[config.mk]
export PLATFORM = sky130hd
export DESIGN_NAME = two_level_vectored_irq_handler
export DESIGN_NICKNAME = d
export VERILOG_FILES = /design/src/core/irq_pkg.sv /design/src/core/two_level_vectored_irq_handler.sv
export SDC_FILE = /design/constraint.sdc
export NUM_CORES = 1
export LEC_CHECK = 0
export BUFFER_PORTS_ARGS = -buffer_cell sky130_fd_sc_hd__buf_4
export CAP_MARGIN = 20
export CELL_PAD_IN_SITES_DETAIL_PLACEMENT = 1
export CELL_PAD_IN_SITES_GLOBAL_PLACEMENT = 1
export CORE_MARGIN = 2
export CORE_UTILIZATION = 30
export DETAILED_ROUTE_END_ITERATION = 6
export PLACE_DENSITY_LB_ADDON = 0.1
export SYNTH_ARGS = -nofsm -noshare
export SYNTH_HDL_FRONTEND = slang
export SYNTH_SLANG_ARGS = --single-unit
[constraint.sdc]
create_clock -name clk -period 4.8 [get_ports clk]
set_input_delay 0.96 -clock clk [delete_from_list [all_inputs] [get_ports clk]]
set_output_delay 0.96 -clock clk [all_outputs]
set_load 0.05 [all_outputs]
[src/core/irq_pkg.sv]
// Constants and carrier types of the vectored interrupt handler
package irq_pkg;

   // ==========================================
   // Register addresses
   localparam logic [7:0] ADDR_TIMER_CTRL = 8'h88;
   localparam logic [7:0] ADDR_TIMER_MODE = 8'h89;
   localparam logic [7:0] ADDR_SERIAL_CTRL = 8'h98;
   localparam logic [7:0] ADDR_IRQ_EN = 8'hA8;
   localparam logic [7:0] ADDR_IRQ_PRIO = 8'hB8;
   localparam logic [7:0] ADDR_EXT_EN1 = 8'hE6;
   localparam logic [7:0] ADDR_EXT_EN2 = 8'hE7;
   localparam logic [7:0] ADDR_EXT_PRIO1 = 8'hF6;
   localparam logic [7:0] ADDR_EXT_PRIO2 = 8'hF7;

   // ==========================================
   // Field positions
   localparam int TCTL_EXT0_TRIG = 0;
   localparam int TCTL_EXT0_PEND = 1;
   localparam int TCTL_EXT1_PEND = 3;
   localparam int TCTL_T0_OVF = 5;
   localparam int TCTL_T1_OVF = 7;
   localparam int TMODE_PIN_SEL = 3;
   localparam int TMODE_WAKE_SEL = 7;
   localparam int SER_RX_BIT = 0;
   localparam int SER_TX_BIT = 1;
   localparam int IRQ_EN_GLOBAL = 7;
   localparam int EXT_EN1_USB = 1;
   localparam int EXT_EN2_VBUS = 0;

   // ==========================================
   // Reset values and read masks
   localparam logic [7:0] TCTL_RST = 8'h0A;
   localparam logic [7:0] TMODE_RST = 8'h00;
   localparam logic [7:0] SER_RST = 8'h00;
   localparam logic [7:0] IRQ_EN_RST = 8'h00;
   localparam logic [7:0] IRQ_EN_MASK = 8'h9F;
   localparam logic [7:0] IRQ_PRIO_RST = 8'h80;
   localparam logic [7:0] IRQ_PRIO_MASK = 8'h1F;
   localparam logic [7:0] EXT_RST = 8'h00;

   // ==========================================
   // Sources in fixed tie-break order
   localparam int NUM_SRC = 7;
   localparam int SRC_EXT0 = 0;
   localparam int SRC_T0 = 1;
   localparam int SRC_EXT1 = 2;
   localparam int SRC_T1 = 3;
   localparam int SRC_SER = 4;
   localparam int SRC_USB = 5;
   localparam int SRC_VBUS = 6;
   localparam logic [15:0] VEC_RESET = 16'h0000;
   localparam logic [NUM_SRC-1:0][15:0] VECTORS = {
      16'h007B, 16'h0043, 16'h0023, 16'h001B, 16'h0013, 16'h000B, 16'h0003};
   // Sources whose flag the vector call clears
   localparam logic [NUM_SRC-1:0] AUTO_CLEAR = 7'h0F;

   // ==========================================
   // Vector call carried to the CPU
   typedef struct packed {
      logic [15:0] vector;
      logic [2:0] source;
      logic high;
   } vcall_s;

endpackage : irq_pkg

[src/core/two_level_vectored_irq_handler.sv]
// Two-level vectored interrupt handler with its enable, priority and flag registers
// Behaviour
// - Seven maskable sources plus reset, two levels
// - Pending flag sets regardless of any enable
// - Enabled pending source calls vector after instruction
// - Disabled pending flag makes no request
// - Global enable bit gates every source
// - Request sampled before enable clear may still win
// - Flag still set after return re-enters routine
// - Software set of flag acts as event
// - Ext0 active low from selectable pin
// - Trigger select picks level or edge
// - Ext1 from slow-clock pairs or oscillator resume
// - Reset sets both external pending flags
// - High preempts low; nothing preempts high
// - Higher level first, then fixed order
// - Sample every clock; one cycle detect
// - After return wait one more instruction
// - Equal or higher routine running blocks request
// - Flash stall delays the call
// - Fixed vector address per source
// - Call clears external and timer flags only
// - USB cause held in its own block
// - Global enable bit 7; bits 6,5 read 0
//
// Our own choices: the placing of the registers and the strobed register port.
`timescale 1ns/1ns
module two_level_vectored_irq_handler #(
   parameter int ADDR_W = 8
) (
   input wire logic clk,
   input wire logic nrst,
   input wire logic [ADDR_W-1:0] reg_addr,
   input wire logic [7:0] reg_wdata,
   input wire logic reg_we,
   input wire logic reg_re,
   output logic [7:0] reg_rdata,
   input wire logic ext_irq0_pin_a,
   input wire logic ext_irq0_pin_b,
   input wire logic lfo_tick,
   input wire logic osc_resume,
   input wire logic timer0_overflow,
   input wire logic timer1_overflow,
   input wire logic serial_rx_event,
   input wire logic serial_tx_event,
   input wire logic usb_irq,
   input wire logic vbus_irq,
   input wire logic instr_end,
   input wire logic flash_stall,
   input wire logic return_from_service,
   input wire logic call_ack,
   output logic call_req,
   output irq_pkg::vcall_s call_info,
   output logic [1:0] active_levels
);

   generate
      if (ADDR_W < 8)
      begin : g_chk
         $error("ADDR_W must be at least 8");
      end
   endgenerate

   localparam int N = irq_pkg::NUM_SRC;

   // ==========================================
   // Register state
   logic [7:0] timer_ctrl_q;
   logic [7:0] timer_mode_q;
   logic [1:0] serial_flags_q;
   logic [7:0] irq_en_q;
   logic [4:0] irq_prio_q;
   logic usb_en_q;
   logic vbus_en_q;
   logic usb_hi_q;
   logic vbus_hi_q;
   logic [ADDR_W-1:0] addr8;
   logic wr_timer_ctrl;
   logic wr_serial;

   assign wr_timer_ctrl = reg_we && reg_addr == ADDR_W'(irq_pkg::ADDR_TIMER_CTRL);
   assign wr_serial = reg_we && reg_addr == ADDR_W'(irq_pkg::ADDR_SERIAL_CTRL);
   assign addr8 = reg_addr;

   always_ff @(posedge clk)
   begin
      if (!nrst)
      begin
         timer_mode_q <= irq_pkg::TMODE_RST;
         irq_en_q <= irq_pkg::IRQ_EN_RST;
         irq_prio_q <= '0;
         usb_en_q <= 1'b0;
         vbus_en_q <= 1'b0;
         usb_hi_q <= 1'b0;
         vbus_hi_q <= 1'b0;
      end
      else if (reg_we)
      begin
         case (addr8)
            ADDR_W'(irq_pkg::ADDR_TIMER_MODE): timer_mode_q <= reg_wdata;
            ADDR_W'(irq_pkg::ADDR_IRQ_EN): irq_en_q <= reg_wdata & irq_pkg::IRQ_EN_MASK;
            ADDR_W'(irq_pkg::ADDR_IRQ_PRIO): irq_prio_q <= reg_wdata[4:0];
            ADDR_W'(irq_pkg::ADDR_EXT_EN1): usb_en_q <= reg_wdata[irq_pkg::EXT_EN1_USB];
            ADDR_W'(irq_pkg::ADDR_EXT_EN2): vbus_en_q <= reg_wdata[irq_pkg::EXT_EN2_VBUS];
            ADDR_W'(irq_pkg::ADDR_EXT_PRIO1): usb_hi_q <= reg_wdata[irq_pkg::EXT_EN1_USB];
            ADDR_W'(irq_pkg::ADDR_EXT_PRIO2): vbus_hi_q <= reg_wdata[irq_pkg::EXT_EN2_VBUS];
            default: ;
         endcase
      end
   end

   // ==========================================
   // External interrupt 0 pin path
   logic [1:0] pa_sync_q;
   logic [1:0] pb_sync_q;
   logic ext0_lvl_q;
   logic ext0_low;
   logic ext0_event;
   logic ext0_sel;

   always_ff @(posedge clk)
   begin
      if (!nrst)
      begin
         pa_sync_q <= 2'h3;
         pb_sync_q <= 2'h3;
         ext0_lvl_q <= 1'b1;
      end
      else
      begin
         pa_sync_q <= {pa_sync_q[0], ext_irq0_pin_a};
         pb_sync_q <= {pb_sync_q[0], ext_irq0_pin_b};
         ext0_lvl_q <= ext0_sel;
      end
   end

   assign ext0_sel = timer_mode_q[irq_pkg::TMODE_PIN_SEL] ? pb_sync_q[1] : pa_sync_q[1];
   assign ext0_low = !ext0_lvl_q;
   // Level mode keeps setting while low; edge mode only on the fall
   assign ext0_event = timer_ctrl_q[irq_pkg::TCTL_EXT0_TRIG]
                     ? (ext0_lvl_q && !ext0_sel)
                     : ext0_low;

   // ==========================================
   // External interrupt 1 source
   logic lfo_half_q;
   logic ext1_event;

   always_ff @(posedge clk)
   begin
      if (!nrst)
         lfo_half_q <= 1'b0;
      else if (lfo_tick)
         lfo_half_q <= !lfo_half_q;
   end

   // Fires on every second slow-clock cycle, or on wake from suspend
   assign ext1_event = timer_mode_q[irq_pkg::TMODE_WAKE_SEL] ? (lfo_tick && lfo_half_q)
                                                            : osc_resume;

   // ==========================================
   // Arbitration and call state
   logic [N-1:0] pend;
   logic [N-1:0] en;
   logic [N-1:0] hi;
   logic [N-1:0] req_hi;
   logic [N-1:0] req_lo;
   logic [N-1:0] det_hi_q;
   logic [N-1:0] det_lo_q;
   logic act_hi_q;
   logic act_lo_q;
   logic wait_one_q;
   logic call_req_q;
   irq_pkg::vcall_s call_q;
   logic [N-1:0] ack_clr;
   logic [2:0] win_idx;
   logic win_valid;
   logic win_high;

   // USB and bus-voltage causes stay in their own blocks; only levels seen here
   assign pend = {vbus_irq, usb_irq,
                  serial_flags_q[irq_pkg::SER_RX_BIT] | serial_flags_q[irq_pkg::SER_TX_BIT],
                  timer_ctrl_q[irq_pkg::TCTL_T1_OVF], timer_ctrl_q[irq_pkg::TCTL_EXT1_PEND],
                  timer_ctrl_q[irq_pkg::TCTL_T0_OVF], timer_ctrl_q[irq_pkg::TCTL_EXT0_PEND]};
   assign en = {vbus_en_q, usb_en_q, irq_en_q[4:0]};
   assign hi = {vbus_hi_q, usb_hi_q, irq_prio_q};

   genvar gi;
   generate
      for (gi = 0; gi < N; gi++)
      begin : g_src
         // Global enable gates every individual enable
         assign req_hi[gi] = pend[gi] && en[gi] && irq_en_q[irq_pkg::IRQ_EN_GLOBAL] && hi[gi];
         assign req_lo[gi] = pend[gi] && en[gi] && irq_en_q[irq_pkg::IRQ_EN_GLOBAL] && !hi[gi];
         assign ack_clr[gi] = call_ack && call_req_q && call_q.source == 3'(gi)
                              && irq_pkg::AUTO_CLEAR[gi];
      end
   endgenerate

   // One clock of detection before a call may start
   always_ff @(posedge clk)
   begin
      if (!nrst)
      begin
         det_hi_q <= '0;
         det_lo_q <= '0;
      end
      else
      begin
         det_hi_q <= req_hi & ~ack_clr;
         det_lo_q <= req_lo & ~ack_clr;
      end
   end

   always_comb
   begin
      win_idx = '0;
      win_valid = 1'b0;
      win_high = 1'b0;
      for (int i = N - 1; i >= 0; i--)
      begin
         if (det_lo_q[i] && !act_hi_q && !act_lo_q)
         begin
            win_idx = 3'(i);
            win_valid = 1'b1;
         end
      end
      for (int i = N - 1; i >= 0; i--)
      begin
         if (det_hi_q[i] && !act_hi_q)
         begin
            win_idx = 3'(i);
            win_valid = 1'b1;
            win_high = 1'b1;
         end
      end
   end

   // Detection register still holds pre-clear state for one clock
   always_ff @(posedge clk)
   begin
      if (!nrst)
      begin
         call_req_q <= 1'b0;
         call_q <= '{vector: irq_pkg::VEC_RESET, source: 3'h0, high: 1'b0};
      end
      else if (call_req_q)
      begin
         if (call_ack)
            call_req_q <= 1'b0;
      end
      else if (instr_end && !flash_stall && !wait_one_q && win_valid)
      begin
         call_req_q <= 1'b1;
         call_q.vector <= irq_pkg::VECTORS[win_idx];
         call_q.source <= win_idx;
         call_q.high <= win_high;
      end
   end

   always_ff @(posedge clk)
   begin
      if (!nrst)
         wait_one_q <= 1'b0;
      else if (return_from_service)
         wait_one_q <= 1'b1;
      else if (instr_end && !flash_stall)
         wait_one_q <= 1'b0;
   end

   // Level stays active from call acceptance to the matching return
   always_ff @(posedge clk)
   begin
      if (!nrst)
      begin
         act_hi_q <= 1'b0;
         act_lo_q <= 1'b0;
      end
      else if (call_ack && call_req_q)
      begin
         if (call_q.high)
            act_hi_q <= 1'b1;
         else
            act_lo_q <= 1'b1;
      end
      else if (return_from_service)
      begin
         if (act_hi_q)
            act_hi_q <= 1'b0;
         else
            act_lo_q <= 1'b0;
      end
   end

   // ==========================================
   // Pending flags: hardware set wins over any clear
   always_ff @(posedge clk)
   begin
      if (!nrst)
         timer_ctrl_q <= irq_pkg::TCTL_RST;
      else
      begin
         if (wr_timer_ctrl)
            timer_ctrl_q <= reg_wdata;
         else
         begin
            if (ack_clr[irq_pkg::SRC_EXT0])
               timer_ctrl_q[irq_pkg::TCTL_EXT0_PEND] <= 1'b0;
            if (ack_clr[irq_pkg::SRC_T0])
               timer_ctrl_q[irq_pkg::TCTL_T0_OVF] <= 1'b0;
            if (ack_clr[irq_pkg::SRC_EXT1])
               timer_ctrl_q[irq_pkg::TCTL_EXT1_PEND] <= 1'b0;
            if (ack_clr[irq_pkg::SRC_T1])
               timer_ctrl_q[irq_pkg::TCTL_T1_OVF] <= 1'b0;
         end
         if (ext0_event)
            timer_ctrl_q[irq_pkg::TCTL_EXT0_PEND] <= 1'b1;
         if (ext1_event)
            timer_ctrl_q[irq_pkg::TCTL_EXT1_PEND] <= 1'b1;
         if (timer0_overflow)
            timer_ctrl_q[irq_pkg::TCTL_T0_OVF] <= 1'b1;
         if (timer1_overflow)
            timer_ctrl_q[irq_pkg::TCTL_T1_OVF] <= 1'b1;
      end
   end

   // Serial flags are never cleared by the call
   always_ff @(posedge clk)
   begin
      if (!nrst)
         serial_flags_q <= irq_pkg::SER_RST[1:0];
      else
      begin
         if (wr_serial)
            serial_flags_q <= reg_wdata[1:0];
         if (serial_rx_event)
            serial_flags_q[irq_pkg::SER_RX_BIT] <= 1'b1;
         if (serial_tx_event)
            serial_flags_q[irq_pkg::SER_TX_BIT] <= 1'b1;
      end
   end

   // ==========================================
   // Read port, data one cycle after the strobe
   always_ff @(posedge clk)
   begin
      if (!nrst)
         reg_rdata <= 8'h00;
      else if (reg_re)
      begin
         case (addr8)
            ADDR_W'(irq_pkg::ADDR_TIMER_CTRL): reg_rdata <= timer_ctrl_q;
            ADDR_W'(irq_pkg::ADDR_TIMER_MODE): reg_rdata <= timer_mode_q;
            ADDR_W'(irq_pkg::ADDR_SERIAL_CTRL): reg_rdata <= {6'h00, serial_flags_q};
            ADDR_W'(irq_pkg::ADDR_IRQ_EN): reg_rdata <= irq_en_q;
            ADDR_W'(irq_pkg::ADDR_IRQ_PRIO): reg_rdata <= irq_pkg::IRQ_PRIO_RST | {3'h0, irq_prio_q};
            ADDR_W'(irq_pkg::ADDR_EXT_EN1): reg_rdata <= {6'h00, usb_en_q, 1'b0};
            ADDR_W'(irq_pkg::ADDR_EXT_EN2): reg_rdata <= {7'h00, vbus_en_q};
            ADDR_W'(irq_pkg::ADDR_EXT_PRIO1): reg_rdata <= {6'h00, usb_hi_q, 1'b0};
            ADDR_W'(irq_pkg::ADDR_EXT_PRIO2): reg_rdata <= {7'h00, vbus_hi_q};
            default: reg_rdata <= 8'h00;
         endcase
      end
      else
         reg_rdata <= 8'h00;
   end

   assign call_req = call_req_q;
   assign call_info = call_q;
   assign active_levels = {act_hi_q, act_lo_q};

endmodule : two_level_vectored_irq_handler

==> flow_summary.yaml <==
synthesis:
  async_flop_share_pct: 0
  mappedNetlistArea_um2: 3232
  synth.area.top_cells: "dfxtp_1 (45%), mux2i_1 (6.2%), nor2b_1 (4.8%), nand3_1 (4.3%), a21boi_0 (3.7%)"
  synthSimpleGateAreaFrac_pct: 24.47
  synth_top_family_by_area: "simple AND/OR/NAND/NOR gates"
  synthAdderAreaFrac_pct: 0
  synth.top_cell.area_share_pct: 45.22
  ys_seq_area_share_pct: 45.22
  syn-mean-instance-area_um2: 9.104
  synth-edff-count: 0
  yosys_most_used_dff: "dfxtp_1"
  yosysTopAreaCell: "dfxtp_1"
  synth_compound_area_share_pct: 14.44
  yosysUniqueCellTypes: 50
  synthCells: 355
  ys_warn_count: 0
  synthXorXnorAreaFrac_pct: 0.2710
  synth_seq_cells: 73
  synthMuxAreaShare_pct: 8.633
critical_path:
  r2r_end: "call_info[7]$_SDFFE_PN0P_"
  cp_slowest_cell: "or4b_1"
  crit_top_cell: "buf_4"
  r2r_slack_ns: 2.67
  crit_start: "reg_addr[2]"
  worstPathRequired_ns: 4.99
  slowest_delay_ns: 0.65
  end_kind: "register"
  r2r-start: "act_lo_q$_SDFFE_PN0P_"
  crit_path_max_fanout: 12
  crit_chain: "buf_4, or4b_1, nor4_2, buf_4, nand2_1, mux2i_1, o2111ai_1"
  reg2regPathDepth: 5
  worstSetupStartpointType: "input pin"
  critPathKind: "input pin to register"
  cp.arrival_ns: 2.85
routing:
  wl_met3_um: 268
  wl_met1_um: 4198
  viasPerCell: 4.849
  wl_per_cell_um: 16.25
  first_iter_violations: 74
  drc: 0
  dr_wl_met2_um: 4246
  top_layer_used: "met4"
  antenna_left: 0
  drt-total-wl_um: 8806
  dr.pass1.iters: 5
  routed-via-count: 2628
cells_and_area:
  utilization_pct: 37.21
  area_growth_pct: 19.40
  drive_above_1_share_pct: 21.18
  seq_area_um2: 1461
  layout.nets: 435
  diodes: 0
  layout.cells.non_filler: 542
  fillCellCount: 1248
  multi_input_area_um2: 1583
clocking:
  post_cts_resized: 0
  postCtsSetupRepairBufs: 0
  cts_hold_buf: 0
  clk_path_buf_depth: 2
  clockRootBuffer: "clkbuf_8"
  htree_levels: 3
  path_clk_slew_ns: 0.09
  cts-buffers-inserted: 9
  clk_latency_ns: 0.35
  cts_tree: "built"
  clock-sinks: 73
sta:
  setup_violations: 0
  hold_violations: 0
  fin_crit_ns: 2.666
  tightest_slew_ns: 0.8670
  maxClockFrequency_ghz: 0.3751
  report.final.slew_viol_count: 0
  tns_ns: 0
  skew_ns: 0.009270
  rsz0062_at_grt: "false"
  holdWs_ns: 0.4134
  min_period_over_period_pct: 55.54
  relSlewSlack_pct: 42.08
floorplanning:
  die_area_um2: 11620
  dieHeight_um: 107.8
  io_pins: 65
  core_area_um2: 10370
  start_util_pct: 31.17
  die_w_um: 107.8
  placementRows: 37
placement:
  dp.cells: 526
  hpwl_um: 6594
  io_buffers: 54
  place_congestion: 0.7539
pwr:
  p_leak_uw: 0.001485
  p_sw_uw: 294.4
  pwr-share-seq_pct: 54.7
  clkPwrFrac_pct: 38.0
  power.share.combinational_pct: 7.3
  p_sw_share_pct: 26.20
  p_per_area_nw_per_um2: 291.2
  peakVddDrop_v: 0.0001025
  p_int_uw: 829.4
global_routing:
  grt_pass1_vias: 2759
  grt_overflow: 0
  track_usage_pct: 16.35
  antenna_found_initial: 0
  grt_max_degree: 55
  grt_pass1_wl_um: 14630
flow_run:
  cap_violations: 0
hold_path:
  hold_class: "register to register"
  hold_path_startpoint: "pb_sync_q[0]$_SDFF_PN1_"
  whs_path_depth: 1
  hold_end: "pb_sync_q[1]$_SDFF_PN1_"
status:
  outcome: "finished clean"
cell families (layout without fill, tap and decap cells):
group	count (synthesis)	after routing
compound gates	66	66
mux	27	27
simple gates	143	143
flops	73	73
xor+xnor	1	1
buf+inv	44	86
other cells	1	10
cells in the final DEF (no fill, tap or decap), types with 4 or more instances in the layout:
master and n:
nand2_1 23, mux2_2 5, nor2b_1 25, mux2i_1 20, inv_1 14, nor3_1 7, a22oi_1 7, dfxtp_1 73
a22o_1 4, nand2b_1 6, o21ai_0 8, conb_1 10, clkbuf_8 9, a21boi_0 16, a21oi_1 11, nor2_1 24
nand3_1 28, buf_4 56
through the flow:
step | worst slack [ns] | cell area [µm²] | total power (µW)
after CTS | 2.147 | 3859 | 1146
final | 2.134 | 3859 | 1124
after global placement | 1.823 | 3687 | 711.3
after detailed placement | 1.779 | 3687 | 712.2
after global routing | 1.987 | 3859 | 1176
after floorplan | 2.111 | 3266 | 682.4
routing by layer:
layer / GRT usage, % / vias to the layer above
met3: 3.269 / 7
met1: 21.36 / 1263
met4: 6.136 / 0
met2: 26.55 / 41
met5: 0 / -
li1: - / 1317
cells in the mapped netlist (4+ instances only):
master    number
a21boi_0      16
a21oi_1       11
a22o_1         4
a22oi_1        7
buf_4         14
clkbuf_1      13
dfxtp_1       73
inv_1         14
mux2_2         5
mux2i_1       20
nand2_1       23
nand2b_1       6
nand3_1       28
nor2_1        24
nor2b_1       25
nor3_1         7
o21ai_0        8
area by class of cell:
type / count / share of cell area, %
Timing Repair Buffer: 56 / 10.89
Clock buffer: 9 / 3.210
Sequential cell: 73 / 37.87
Inverter: 14 / 1.362
Tap cell: 136 / 4.410
Clock inverter: 7 / 1.232
Multi-Input combinational cell: 247 / 41.02
flip-flops by register name, indices dropped and copies added, names as in the netlist, 2 cells and up:
register / flops
serial_flags_q: 2
timer_mode_q: 8
det_lo_q: 7
timer_ctrl_q: 8
det_hi_q: 7
pb_sync_q: 2
irq_prio_q: 5
call_info: 8
irq_en_q: 6
reg_rdata: 8
pa_sync_q: 2
critical path: cells and delay by family:
family                 cells  cell delay (ns)
AND/OR/NAND/NOR            3             1.16
buffers and inverters      2             0.34
multiplexers               1             0.25
AO/OA/AOI/OAI              1             0.13
how the worst max path moves through the flow:
| stage | endpoint | slack (ns) | cells past startpoint |
|---|---|---|---|
| global route | timer_ctrl_q[3]$_SDFFE_PP1P_ | 1.99 | 7 |
| detailed placement | serial_flags_q[0]$_SDFFE_PN0P_ | 1.78 | 6 |
| CTS | timer_ctrl_q[3]$_SDFFE_PP1P_ | 2.15 | 7 |
| floorplan | serial_flags_q[0]$_SDFFE_PN0P_ | 2.11 | 6 |
| global placement | serial_flags_q[1]$_SDFFE_PN0P_ | 1.82 | 6 |
| finish | timer_ctrl_q[3]$_SDFFE_PP1P_ | 2.13 | 7 |
power by group through the flow:
| stage | clock network [µW] | logic (µW) | registers, µW |
|---|---|---|---|
| final | 427 | 82.6 | 614 |
| after global placement | 0 | 82.7 | 629 |
| after global routing | 471 | 89.9 | 615 |
| after detailed placement | 0 | 83.6 | 629 |
| after CTS | 448 | 83.8 | 614 |
| after floorplan | 0 | 55.1 | 627 |
Note: power is estimated with default switching activity, not from simulation.
